**config.mk**
```make
export PLATFORM = sky130hd
export DESIGN_NAME = watchdog_reset_monitor
export DESIGN_NICKNAME = d
export VERILOG_FILES = /design/src/hw/wdt_pkg.sv /design/src/hw/wdt_prescaler.sv /design/src/hw/watchdog_reset_monitor.sv
export VERILOG_INCLUDE_DIRS = /design/src /design/src/hw
export SDC_FILE = /design/constraint.sdc
export NUM_CORES = 1
export LEC_CHECK = 0
export BUFFER_PORTS_ARGS = -buffer_cell sky130_fd_sc_hd__buf_2
export CORE_UTILIZATION = 53
export CTS_BUF_LIST = sky130_fd_sc_hd__clkbuf_4
export CTS_CLUSTER_SIZE = 8
export DETAILED_ROUTE_END_ITERATION = 10
export PLACE_DENSITY = 0.83
export SLEW_MARGIN = 40
export SYNTH_ARGS = -nofsm -noshare
export SYNTH_HDL_FRONTEND = slang
export SYNTH_SLANG_ARGS = --single-unit
```
**constraint.sdc**
```tcl
create_clock -name I_CLK -period 2.25 [get_ports I_CLK]
set_input_delay 0 -clock I_CLK [delete_from_list [all_inputs] [get_ports I_CLK]]
set_output_delay 0 -clock I_CLK [all_outputs]
set_load 0.02 [all_outputs]
```
**src/hw/wdt_map.svh**
```systemverilog
`ifndef WDT_MAP_SVH
`define WDT_MAP_SVH

// Register indices; byte address is four times the index
`define WDT_IDX_CONTROL 16'hFFAE
`define WDT_IDX_COUNTER 16'hFFB0
`define WDT_IDX_IRQ_STATUS 16'hFFB2
`define WDT_IDX_IRQ_MASK 16'hFFB4
`define WDT_IDX_STATE 16'hFFB6
`define WDT_ADDR_W 18

// Control register fields
`define WDT_RELOAD_MSB 15
`define WDT_RELOAD_LSB 8
`define WDT_FLAGS_MSB 5
`define WDT_FLAGS_LSB 1
`define WDT_PRESCALE_BIT 0
`define WDT_RELOAD_RST 8'h00
`define WDT_PRESCALE_RST 1'b0

// Flag vector bits (control bits 5..1)
`define WDT_F_POWER_ON 4
`define WDT_F_LONG_HW 3
`define WDT_F_SHORT_HW 2
`define WDT_F_SOFTWARE 1
`define WDT_F_WATCHDOG 0
`define WDT_FLAGS_POR 5'h1E

// Interrupt status bits
`define WDT_IRQ_OVERFLOW 0
`define WDT_IRQ_PIN_RESET 1
`define WDT_IRQ_DISABLE_REFUSED 2
`define WDT_IRQ_BITS 3

// Prescaler ratios
`define WDT_DIV_SLOW 128
`define WDT_DIV_FAST 2

// Timing: TCL is half a CPU clock period
`define WDT_CLK_NS 40
`define WDT_TCL_NS 20
`define WDT_LONG_TCL 1040
`define WDT_SHORT_TCL 4
`define WDT_HOLD_TCL 1024
`define WDT_LONG_CYC ((`WDT_LONG_TCL * `WDT_TCL_NS) / `WDT_CLK_NS)
`define WDT_SHORT_CYC ((`WDT_SHORT_TCL * `WDT_TCL_NS) / `WDT_CLK_NS)
`define WDT_HOLD_CYC ((`WDT_HOLD_TCL * `WDT_TCL_NS + `WDT_CLK_NS - 1) / `WDT_CLK_NS)

`endif

```
**src/hw/wdt_pkg.sv**
```systemverilog
`default_nettype none

package wdt_pkg;

    typedef enum logic [0:0] {
        ST_RUN,
        ST_HOLD
    } reset_state_t;

    typedef logic [4:0] reset_flags_t;

endpackage : wdt_pkg

`default_nettype wire

```
**src/hw/wdt_prescaler.sv**
```systemverilog
`timescale 1ns/1ps
`default_nettype none
`include "wdt_map.svh"

module wdt_prescaler #(
    parameter int CNT_W = 7
) (
    input wire logic i_clk,
    input wire logic i_resetn,
    input wire logic i_clear,
    input wire logic i_slow,
    output logic o_tick
);

    logic [CNT_W-1:0] cnt;
    logic [CNT_W-1:0] last;

    if ((1 << CNT_W) < `WDT_DIV_SLOW) begin : g_bad_cnt_w
        $error("prescaler counter too narrow");
    end

    assign last = i_slow ? CNT_W'(`WDT_DIV_SLOW - 1) : CNT_W'(`WDT_DIV_FAST - 1);

    // Divide by 2 or 128 depending on the select bit
    always_ff @(posedge i_clk or negedge i_resetn) begin
        if (!i_resetn) begin
            cnt <= '0;
        end else if (i_clear || cnt >= last) begin
            cnt <= '0;
        end else begin
            cnt <= cnt + CNT_W'(1);
        end
    end

    assign o_tick = !i_clear && (cnt >= last);

endmodule : wdt_prescaler

`default_nettype wire

```
**src/hw/watchdog_reset_monitor.sv**
```systemverilog
`timescale 1ns/1ps
`default_nettype none
`include "wdt_map.svh"

module watchdog_reset_monitor #(
    parameter int CNT_W = 16,
    parameter int HOLD_CYCLES = `WDT_HOLD_CYC
) (
    input wire logic I_CLK,
    input wire logic I_RESETN,
    input wire logic [`WDT_ADDR_W-1:0] I_AVS_ADDRESS,
    input wire logic I_AVS_READ,
    input wire logic I_AVS_WRITE,
    input wire logic [31:0] I_AVS_WRITEDATA,
    input wire logic [3:0] I_AVS_BYTEENABLE,
    output logic [31:0] O_AVS_READDATA,
    output logic O_AVS_WAITREQUEST,
    input wire logic I_SERVICE_INSTR,
    input wire logic I_END_OF_INIT_INSTR,
    input wire logic I_SOFT_RESET_INSTR,
    input wire logic I_DISABLE_INSTR,
    input wire logic I_RESET_IN_PIN_N,
    input wire logic I_POWER_ON_DETECT,
    output logic O_RESET_OUT_PIN_N,
    output logic O_CHIP_RESET,
    output logic O_IRQ
);

    if (CNT_W != 16) begin : g_bad_cnt_w
        $error("watchdog counter must be 16 bits");
    end
    if (HOLD_CYCLES < 1 || HOLD_CYCLES > 65535) begin : g_bad_hold
        $error("HOLD_CYCLES out of range");
    end

    // ------------------------------------------------------------
    // Declarations
    // ------------------------------------------------------------
    wdt_pkg::reset_state_t state;
    wdt_pkg::reset_flags_t flags, flag_set, flag_clr;
    logic [7:0] reload_value;
    logic prescale_select;
    logic [CNT_W-1:0] counter;
    logic enabled;
    logic init_done;
    logic tick, overflow;
    logic [15:0] hold_cnt;
    logic [9:0] low_cnt;
    logic pin_s1, pin_s2, pin_s3;
    logic pin_level;
    logic pin_low_seen;
    logic pin_release, pin_is_long, pin_is_short;
    logic power_on_s1, power_on_s2, power_on_s3;
    logic power_on_level;
    logic hold_done;
    logic enter_hold;
    logic in_hold;
    logic ack, req, wr_en;
    logic disable_refused;
    logic [`WDT_IRQ_BITS-1:0] irq_status;
    logic [`WDT_IRQ_BITS-1:0] irq_mask;
    logic [`WDT_IRQ_BITS-1:0] irq_event;
    logic [31:0] next_readdata;

    function automatic logic addr_hit(input logic [`WDT_ADDR_W-1:0] addr,
                                      input logic [15:0] idx);
        addr_hit = (addr == {idx, 2'b00});
    endfunction : addr_hit

    // ------------------------------------------------------------
    // Avalon slave handshake: one wait cycle per access
    // ------------------------------------------------------------
    assign req = I_AVS_READ || I_AVS_WRITE;
    assign O_AVS_WAITREQUEST = req && !ack;
    assign wr_en = I_AVS_WRITE && ack;

    always_ff @(posedge I_CLK or negedge I_RESETN) begin
        if (!I_RESETN) begin
            ack <= 1'b0;
        end else begin
            ack <= req && !ack;
        end
    end

    // ------------------------------------------------------------
    // Pin synchronisers
    // ------------------------------------------------------------
    always_ff @(posedge I_CLK or negedge I_RESETN) begin
        if (!I_RESETN) begin
            pin_s1 <= 1'b1;
            pin_s2 <= 1'b1;
            pin_s3 <= 1'b1;
            pin_level <= 1'b1;
            power_on_s1 <= 1'b0;
            power_on_s2 <= 1'b0;
            power_on_s3 <= 1'b0;
            power_on_level <= 1'b0;
        end else begin
            pin_s1 <= I_RESET_IN_PIN_N;
            pin_s2 <= pin_s1;
            pin_s3 <= pin_s2;
            if (pin_s2 == pin_s3) begin
                pin_level <= pin_s3;
            end
            power_on_s1 <= I_POWER_ON_DETECT;
            power_on_s2 <= power_on_s1;
            power_on_s3 <= power_on_s2;
            if (power_on_s2 == power_on_s3) begin
                power_on_level <= power_on_s3;
            end
        end
    end

    // ------------------------------------------------------------
    // Reset input pulse measurement
    // ------------------------------------------------------------
    always_ff @(posedge I_CLK or negedge I_RESETN) begin
        if (!I_RESETN) begin
            low_cnt <= '0;
            pin_low_seen <= 1'b0;
        end else if (!pin_level) begin
            pin_low_seen <= 1'b1;
            if (low_cnt != '1) begin
                low_cnt <= low_cnt + 10'h001;
            end
        end else begin
            pin_low_seen <= 1'b0;
            low_cnt <= '0;
        end
    end

    assign pin_release = pin_level && pin_low_seen;
    assign pin_is_long = low_cnt > 10'(`WDT_LONG_CYC);
    assign pin_is_short = low_cnt >= 10'(`WDT_SHORT_CYC);

    // ------------------------------------------------------------
    // Internal reset sequencer
    // ------------------------------------------------------------
    assign enter_hold = overflow || I_SOFT_RESET_INSTR
        || (!pin_level && low_cnt >= 10'(`WDT_SHORT_CYC));
    assign hold_done = (hold_cnt >= 16'(HOLD_CYCLES - 1)) && pin_level;
    assign in_hold = (state == wdt_pkg::ST_HOLD);

    always_ff @(posedge I_CLK or negedge I_RESETN) begin
        if (!I_RESETN) begin
            state <= wdt_pkg::ST_RUN;
            hold_cnt <= '0;
        end else begin
            case (state)
                wdt_pkg::ST_RUN: begin
                    hold_cnt <= '0;
                    if (enter_hold) begin
                        state <= wdt_pkg::ST_HOLD;
                    end
                end
                wdt_pkg::ST_HOLD: begin
                    if (hold_cnt != '1) begin
                        hold_cnt <= hold_cnt + 16'h0001;
                    end
                    if (hold_done) begin
                        state <= wdt_pkg::ST_RUN;
                    end
                end
                default: begin
                    state <= wdt_pkg::ST_RUN;
                end
            endcase
        end
    end

    assign O_CHIP_RESET = in_hold;
    assign O_RESET_OUT_PIN_N = !in_hold;

    // ------------------------------------------------------------
    // Enable and initialisation phase
    // ------------------------------------------------------------
    assign disable_refused = I_DISABLE_INSTR && init_done;

    always_ff @(posedge I_CLK or negedge I_RESETN) begin
        if (!I_RESETN) begin
            enabled <= 1'b1;
            init_done <= 1'b0;
        end else if (in_hold) begin
            enabled <= 1'b1;
            init_done <= 1'b0;
        end else begin
            if (I_DISABLE_INSTR && !init_done) begin
                enabled <= 1'b0;
            end
            if (I_END_OF_INIT_INSTR) begin
                init_done <= 1'b1;
            end
        end
    end

    // ------------------------------------------------------------
    // Control register: reload and prescale select
    // ------------------------------------------------------------
    always_ff @(posedge I_CLK or negedge I_RESETN) begin
        if (!I_RESETN) begin
            reload_value <= `WDT_RELOAD_RST;
            prescale_select <= `WDT_PRESCALE_RST;
        end else if (in_hold) begin
            reload_value <= `WDT_RELOAD_RST;
            prescale_select <= `WDT_PRESCALE_RST;
        end else if (wr_en && addr_hit(I_AVS_ADDRESS, `WDT_IDX_CONTROL)) begin
            if (I_AVS_BYTEENABLE[1]) begin
                reload_value <= I_AVS_WRITEDATA[`WDT_RELOAD_MSB:`WDT_RELOAD_LSB];
            end
            if (I_AVS_BYTEENABLE[0]) begin
                prescale_select <= I_AVS_WRITEDATA[`WDT_PRESCALE_BIT];
            end
        end
    end

    // ------------------------------------------------------------
    // Watchdog counter
    // ------------------------------------------------------------
    wdt_prescaler #(
        .CNT_W(7)
    ) u_prescaler (
        .i_clk(I_CLK),
        .i_resetn(I_RESETN),
        .i_clear(in_hold || I_SERVICE_INSTR || !enabled),
        .i_slow(prescale_select),
        .o_tick(tick)
    );

    assign overflow = !in_hold && enabled && tick && (counter == '1);

    always_ff @(posedge I_CLK or negedge I_RESETN) begin
        if (!I_RESETN) begin
            counter <= '0;
        end else if (in_hold) begin
            counter <= {`WDT_RELOAD_RST, 8'h00};
        end else if (I_SERVICE_INSTR) begin
            counter <= {reload_value, 8'h00};
        end else if (overflow) begin
            counter <= {reload_value, 8'h00};
        end else if (enabled && tick) begin
            counter <= counter + 16'h0001;
        end
    end

    // ------------------------------------------------------------
    // Reset indication flags; set wins over clear
    // ------------------------------------------------------------
    always_comb begin
        flag_set = '0;
        flag_clr = '0;
        if (overflow) begin
            flag_set[`WDT_F_WATCHDOG] = 1'b1;
            flag_set[`WDT_F_SOFTWARE] = 1'b1;
        end
        if (state == wdt_pkg::ST_RUN && I_SOFT_RESET_INSTR) begin
            flag_set[`WDT_F_SOFTWARE] = 1'b1;
        end
        if (pin_release && pin_is_short) begin
            flag_set[`WDT_F_SHORT_HW] = 1'b1;
            flag_set[`WDT_F_SOFTWARE] = 1'b1;
            flag_clr[`WDT_F_WATCHDOG] = 1'b1;
            if (pin_is_long) begin
                flag_set[`WDT_F_LONG_HW] = 1'b1;
                flag_set[`WDT_F_POWER_ON] = power_on_level;
            end
        end
        if (I_SERVICE_INSTR) begin
            flag_clr[`WDT_F_WATCHDOG] = 1'b1;
        end
        if (I_END_OF_INIT_INSTR && !in_hold) begin
            flag_clr = '1;
        end
    end

    // Bus writes never reach the flags
    always_ff @(posedge I_CLK or negedge I_RESETN) begin
        if (!I_RESETN) begin
            flags <= `WDT_FLAGS_POR;
        end else begin
            flags <= (flags & ~flag_clr) | flag_set;
        end
    end

    // ------------------------------------------------------------
    // Interrupts
    // ------------------------------------------------------------
    assign irq_event[`WDT_IRQ_OVERFLOW] = overflow;
    assign irq_event[`WDT_IRQ_PIN_RESET] = pin_release && pin_is_short;
    assign irq_event[`WDT_IRQ_DISABLE_REFUSED] = disable_refused;

    genvar gi;
    generate
        for (gi = 0; gi < `WDT_IRQ_BITS; gi++) begin : g_irq
            always_ff @(posedge I_CLK or negedge I_RESETN) begin
                if (!I_RESETN) begin
                    irq_status[gi] <= 1'b0;
                end else if (irq_event[gi]) begin
                    irq_status[gi] <= 1'b1;
                end else if (wr_en && I_AVS_BYTEENABLE[0]
                        && addr_hit(I_AVS_ADDRESS, `WDT_IDX_IRQ_STATUS)
                        && I_AVS_WRITEDATA[gi]) begin
                    irq_status[gi] <= 1'b0;
                end
            end
        end
    endgenerate

    always_ff @(posedge I_CLK or negedge I_RESETN) begin
        if (!I_RESETN) begin
            irq_mask <= '0;
        end else if (wr_en && I_AVS_BYTEENABLE[0]
                && addr_hit(I_AVS_ADDRESS, `WDT_IDX_IRQ_MASK)) begin
            irq_mask <= I_AVS_WRITEDATA[`WDT_IRQ_BITS-1:0];
        end
    end

    assign O_IRQ = |(irq_status & irq_mask);

    // ------------------------------------------------------------
    // Read data
    // ------------------------------------------------------------
    always_comb begin
        next_readdata = '0;
        if (addr_hit(I_AVS_ADDRESS, `WDT_IDX_CONTROL)) begin
            next_readdata[`WDT_RELOAD_MSB:`WDT_RELOAD_LSB] = reload_value;
            next_readdata[`WDT_FLAGS_MSB:`WDT_FLAGS_LSB] = flags;
            next_readdata[`WDT_PRESCALE_BIT] = prescale_select;
        end else if (addr_hit(I_AVS_ADDRESS, `WDT_IDX_COUNTER)) begin
            next_readdata[CNT_W-1:0] = counter;
        end else if (addr_hit(I_AVS_ADDRESS, `WDT_IDX_IRQ_STATUS)) begin
            next_readdata[`WDT_IRQ_BITS-1:0] = irq_status;
        end else if (addr_hit(I_AVS_ADDRESS, `WDT_IDX_IRQ_MASK)) begin
            next_readdata[`WDT_IRQ_BITS-1:0] = irq_mask;
        end else if (addr_hit(I_AVS_ADDRESS, `WDT_IDX_STATE)) begin
            next_readdata[2:0] = {in_hold, init_done, enabled};
        end
    end

    always_ff @(posedge I_CLK or negedge I_RESETN) begin
        if (!I_RESETN) begin
            O_AVS_READDATA <= '0;
        end else if (I_AVS_READ && !ack) begin
            O_AVS_READDATA <= next_readdata;
        end
    end

endmodule : watchdog_reset_monitor

`default_nettype wire

```
==> metrics, run 1 <==
outcome finished, final reports clean; Worst-Skew Late Latency about 460 ps; most frequent standard cell in the layout excluding fill and tap cells nor2_1; slew of the pin with the lowest slew margin around 620 ps; number of antenna diodes 0; count of clock tree sinks between 90 and 100; routed wire length per instance 15.7 um; vias in the first global route ~4100; sw power around 0.91 mW; number of endpoints failing setup at the final stage 0; mean instance size in the synthesized netlist between 9 and 10 um^2; ratio of cells with drive above 1 in the final layout 0.210; number of buffer cells added on primary ports 60; HPWL after DPL around 8.1 mm; P per Cell Area 576 mW/mm^2; worst-case setup margin in the final layout slightly above 100 ps; EDFF count, synth 0; maximum number of pins on one net before global-route repair 69; crit end category flop; Sw Ratio 0.272; total placed cells including tap cells a little under 700; leakage power ~2.7 nW; flip-flop and latch count after synthesis 98; width of the die 99.1 um; number of cells produced by synthesis between 500 and 600; overall via count from detail_route between 4000 and 5000; starting density of the core 0.544; startpoint of the worst register-to-register path prescale_select; Max-Slew Margin vs Limit 0.584; most frequently used flop master after synthesis dfrtp_1; internal power about 2.4 mW; launching element type of the critical path flop; Iteration-0 DRC Markers around 190; min-delay src I_AVS_ADDRESS[3]; wire length of the first global-routing pass 19.1 mm; upper clock frequency limit 465 MHz; core area approximately 0.0092 mm^2; fraction of power consumed by the clock network 0.325; max-cap violations 0; WS Path Type flop to flop; non-filler instance count after layout 715; number of top-level pins 100; part of the Yosys area used for sequential elements 0.493; count of antenna-violating nets left after detailed routing 0; post-synth design cell area ~0.005 mm^2; asr flop ratio synth 1.00; maximum fanout encountered on the critical timing path 6; H-tree level count 3; Rows 35; Comb power frac 0.113; crit path time final around 2100 ps; Hold Fails Final Rpt 0; post-route DRC violation count 0; final wirelength around 11 mm; routed via count divided by cell count just under 6; Ys Warns 0; fin crit share 0.955; distinct cell type count of the synthesized netlist 60; initial antenna violation count 0; Layout area overhead 16.7%; clock tree from TritonCTS done; required time of the worst setup path ~2600 ps; cell chosen for the clock root clkbuf_4; die outline height just under 100 um; net count reported at finish just under 700; Remaining Overflow, GRT 0; Max VDD drop about 0.32 mV; total power ~3.4 mW; launching instance or port of the critical path prescale_select; clock-pin slew on the worst setup and hold paths around 160 ps; part of the power in registers 0.562; leading cell types in the layout, fill and taps excluded nor2_1, dfrtp_1, buf_2, nand2_1, nand3_1; number of detailed-route iterations in the first pass 4; class of the tightest hold or removal check input pin to flop; Worst Path Arrival 2510 ps; die area a little under 0.01 mm^2; cell area after layout a little under 0.006 mm^2; clk buf depth 2; final weighted congestion of routability-driven global placement 0.884; Post-Place Cell Area roughly 0.0054 mm^2; Tot GR Track Use 0.245; post-place setup slack around 42 ps; Post-Route Skew ~18 ps; number of pins with negative max-slew slack in the final report 0; Inserted Clock Buffers 9
[per-layer routing]
metal | track usage | vias up | share of wire
met2 | 0.415 | 143 | 0.51
met5 | 0 | - | 0
li1 | - | 1952 | -
met3 | 0.0387 | 28 | 0.049
met4 | 0.106 | 0 | 0.025
met1 | 0.314 | 2012 | 0.42
[power groups by stage]
stage	clock (mW)	sequential [mW]	combinational, mW
2_1_floorplan	0	1.96	0.178
3_3_place_gp	0	1.92	0.343
3_5_place_dp	0	1.92	0.354
4_1_cts	1.10	1.89	0.382
5_1_grt	1.17	1.90	0.420
6_report	1.09	1.89	0.379
[worst max-delay path, stage by stage (launching register included)]
cell       delay [ps]
dfrtp_1           420
inv_2              90
ha_1              320
a211o_1           270
a21oi_2           170
a21boi_2          100
a41o_1            330
a2111oi_2         380
[per-stage QoR]
step | util | TNS, ps | hold WS, ps
floorplan | - | 0 | -296
global placement | 0.592 | 0 | 107
detailed placement | 0.592 | 0 | 111
CTS | 0.631 | 0 | 38.9
global route | 0.634 | -2.36 | 77.2
finish | 0.634 | 0 | 43.4
[logic make-up after synthesis]
logic type,after synthesis,share of synthesized area
fa+ha+maj,13,0.0315
other cells,1,0.000750
xor+xnor,30,0.0526
mux,17,0.0398
simple gates,229,0.228
compound gates,73,0.108
buf+inv,44,0.0460
flops,98,0.493
[registers in the layout, summed over array words and instances (netlist names), 3 cells and up]
signal,cells
flags,5
counter,16
irq_mask,3
irq_status,3
u_prescaler.cnt,7
low_cnt,10
hold_cnt,16
O_AVS_READDATA,16
reload_value,8
[final timing paths]
| kind | end | depth (start not counted) | slack [ps] |
|---|---|---|---|
| max | counter[15] | 7 | 100 |
| min | irq_status[0] | 6 | 40 |
| max reg2reg | counter[15] | 7 | 100 |
| min reg2reg | pin_s2 | 0 | 370 |
| max in group asynchronous | reload_value[3] | 3 | 1500 |
| min in group asynchronous | ack | 2 | 70 |
[cells in the mapped netlist (3+ instances only)]
library cell | instances | area (um^2)
a211oi_1 | 3 | 22.5
a21o_2 | 3 | 26.3
a21oi_1 | 11 | 55.1
a221oi_1 | 14 | 123
a22o_1 | 4 | 35.0
a32oi_1 | 3 | 26.3
and3_1 | 13 | 81.3
and4_1 | 5 | 43.8
buf_2 | 4 | 20.0
buf_4 | 16 | 120
clkbuf_1 | 8 | 30.0
dfrtp_1 | 89 | 2230
dfstp_2 | 9 | 236
ha_1 | 11 | 138
inv_1 | 15 | 56.3
mux2_2 | 3 | 33.8
mux2i_1 | 12 | 120
nand2_1 | 39 | 146
nand2b_1 | 6 | 37.5
nand3_1 | 30 | 150
nand4_1 | 7 | 43.8
nor2_1 | 92 | 345
nor3_1 | 8 | 40.0
nor4_1 | 5 | 31.3
o2111ai_1 | 3 | 26.3
o211ai_1 | 4 | 30.0
o21ai_0 | 12 | 60.1
xnor2_1 | 13 | 114
xor2_1 | 17 | 149
[layout make-up]
cell class / count / area, um^2
flip-flops and latches: 98 / 2460
repair buffers: 96 / 627
clock inverters: 7 / 98.8
clock buffers: 9 / 67.6
inverters: 16 / 60.1
fillers: 772 / 3360
well taps: 111 / 139
multi-input cells: 378 / 2380
[repair_timing]
action | 4_1_cts | 5_1_grt
gates resized for setup | 0 | 5
endpoints found under the setup margin | 0 | 15
hold buffers | 20 | 0
buffers inserted | 0 | 1
hold endpoints to repair | 86 | 0
Note: power is estimated with default switching activity, not from simulation.
==> run 2, diff against run 1 <==
--- a/config.mk
+++ b/config.mk
@@ -7,11 +7,11 @@
 export NUM_CORES = 1
 export LEC_CHECK = 0
 export BUFFER_PORTS_ARGS = -buffer_cell sky130_fd_sc_hd__buf_2
-export CORE_UTILIZATION = 53
+export CORE_UTILIZATION = 57
 export CTS_BUF_LIST = sky130_fd_sc_hd__clkbuf_4
 export CTS_CLUSTER_SIZE = 8
 export DETAILED_ROUTE_END_ITERATION = 10
-export PLACE_DENSITY = 0.83
+export PLACE_DENSITY = 0.88
 export SLEW_MARGIN = 40
 export SYNTH_ARGS = -nofsm -noshare
 export SYNTH_HDL_FRONTEND = slang
==> run 2 against run 1 <==
Effect of this change: clock skew rose by 3.7 ps; combinational power barely moved; cell area fell by 0.30%; clock-buffer cell count rose by 1; setup slack got worse by 9.5 ps; sequential power barely moved; final cell count fell by 1.3%; sequential cell count did not move; clock power rose by 4%; critical path type unchanged; largest cell class unchanged; highest routed layer unchanged.
==> metrics, run 2 (synthesis gave the netlist of run 1 again) <==
largest incremental delay on the critical path 420 ps (about the same); starting density of the core 0.599 (+0.0558); outcome finished, final reports clean; post-route DRC violation count 0 (unchanged); Layout area overhead 16.3%; upper clock frequency limit 463 MHz (-0.44%); buffers plus inverters on the worst setup path 1 (unchanged); met2 Resource Use GR 0.444 (+0.0293); maximum number of pins on one net before global-route repair 55 (-20%); HPWL after DPL 7.89 mm (-2.2%); fin crit share 0.959 (+0.00422); vias in the first global route 4104 (+1.3%); capturing point of the worst reg2reg path counter[15]; Worst Path Arrival 2510 ps (about the same); crit end category flop; cell chosen for the clock root clkbuf_4; launching instance or port of the critical path prescale_select; final-layout fill cell count 609 (-21%); depth of the critical timing path with buffers and inverters included 7 (unchanged); startpoint of the worst register-to-register path prescale_select; WS Path Type flop to flop; number of pins with negative max-slew slack in the final report 0 (unchanged); count of antenna-violating nets left after detailed routing 0 (unchanged); die area 0.00915 mm^2 (-6.9%); Remaining Overflow, GRT 0 (unchanged); final weighted congestion of routability-driven global placement 0.900 (+1.9%); post-CTS setup buffers 0 (unchanged); class of the tightest hold or removal check input pin to async pin; clock tree from TritonCTS done; Iteration-0 DRC Markers 222 (+20%); Post-Route Skew 21.2 ps (+3.69 ps); Tot GR Track Use 0.259 (+0.0143); grt met1 use 0.310 (-0.00405); slowest library cell on the worst path dfrtp_1; slew of the pin with the lowest slew margin 670 ps (+46.6 ps); global-route layer with the greatest usage met2; overall via count from detail_route 4148 (+0.31%); routed wire length per instance 15.5 um (-1.4%); die outline height 95.7 um (-3.5%); net count reported at finish 671 (-0.45%); leading cell types in the layout, fill and taps excluded nor2_1, dfrtp_1, buf_2, nand2_1, nand3_1; initial antenna violation count 0 (unchanged); wire length of the first global-routing pass 18.0 mm (-5.5%); launching element type of the critical path flop; Fin Setup TNS 0 ps (unchanged); H-tree level count 3 (unchanged); cell-by-cell trace of the critical path inv_2 > ha_1 > a211o_1 > a21oi_2 > a21boi_1 > a41o_2 > a2111oi_2; routed via count divided by cell count 5.88 (+1.6%); number of top-level pins 100 (unchanged); Inserted Clock Buffers 9 (unchanged); final wirelength 10.9 mm (-2.6%); core area 0.00834 mm^2 (-9.3%); Rows 33 (-5.7%); top flop regs O_AVS_READDATA x16, counter x16, hold_cnt x16; P per Cell Area 585 mW/mm^2 (+1.5%); number of endpoints failing setup at the final stage 0 (unchanged); number of detailed-route iterations in the first pass 5 (+1); count of clock tree sinks 98 (unchanged); total power 3.40 mW (+1.2%); crit path time final 2160 ps (+9.49 ps); max-cap violations 0 (unchanged); required time of the worst setup path 2600 ps (about the same); leakage power 2.74 nW (-0.21%); number of antenna diodes 0 (unchanged); Max-Slew Margin vs Limit 0.553 (-0.0311); Max VDD drop 0.533 mV (+65%); width of the die 95.7 um (-3.5%); register-to-register path setup slack 90 ps (about the same); clk buf depth 2 (unchanged); crit path capture counter[15]; maximum fanout encountered on the critical timing path 6 (unchanged); post-layout utilization of the core 0.697 (+0.0630); clock-pin slew on the worst setup and hold paths 150 ps (about the same); Worst-Skew Late Latency 450 ps (about the same); most frequent standard cell in the layout excluding fill and tap cells nor2_1; cell type group with the largest total delay on the critical path compound AO/OA/AOI/OAI gates; met3 global-route usage 0.0423 (+0.00361); Hold Fails Final Rpt 0 (unchanged); cells on worst reg2reg path 7 (unchanged); number of buffer cells added on primary ports 60 (unchanged); RSZ-0062 raised after global routing yes; ratio of cells with drive above 1 in the final layout 0.201 (-0.00893)
==> run 2: report_power, final <==
group,total (mW),switching [mW],internal [mW]
sequential,1.89,0.0523,1.84
clock,1.13,0.561,0.571
combinational,0.381,0.231,0.150
total,3.40,0.844,2.56
==> run 2: worst register-to-register path, cell delays in order (launching register included) <==
cell	delay [ps]
dfrtp_1	420
inv_2	90
ha_1	310
a211o_1	280
a21oi_2	150
a21boi_1	120
a41o_2	350
a2111oi_2	360
==> run 2: worst min-delay path by stage <==
stage                     slack [ps]  cells past startpoint           endpoint             start
after floorplan                 -300                      0  O_AVS_READDATA[0]          I_RESETN
after global placement            30                      1         low_cnt[2]          I_RESETN
after detailed placement          30                      1         low_cnt[2]          I_RESETN
after CTS                         50                      6      irq_status[0]  I_AVS_ADDRESS[3]
after global routing             100                      5      irq_status[1]  I_AVS_ADDRESS[3]
final                             80                      2         low_cnt[2]          I_RESETN
==> run 2: layer usage <==
metal  vias up  share of wire
met2       163           0.51
li1       1950              -
met3        35          0.057
met1      2000           0.41
met4         0          0.030
met5         -              0
==> run 2: timing repair <==
item / in CTS / in global routing
hold buffers: 20 / 0
endpoints found under the setup margin: 0 / 16
endpoints found under the hold margin: 73 / 0
resized for setup: 0 / 5
==> run 2: per-stage QoR <==
stage               worst slack [ps]  cell area [um^2]  hold WS (ps)  instances
finish                          91.9              5820          77.1        706
global route                   -22.1              5820          99.3        706
CTS                             23.7              5810          52.1        706
detailed placement              48.4              5430          32.5        670
global placement                 110              5430          25.4        670
floorplan                        176              5060          -296        520
==> run 2: cell type report <==
| cell class | instances | area, um^2 | area share |
|---|---|---|---|
| clock buffer | 10 | 75.1 | 0.0129 |
| multi-input combinational | 378 | 2370 | 0.407 |
| tap | 105 | 131 | 0.0226 |
| inverter | 16 | 60.1 | 0.0103 |
| clock inverter | 6 | 106 | 0.0183 |
| timing repair buffer | 93 | 613 | 0.105 |
| sequential | 98 | 2460 | 0.424 |
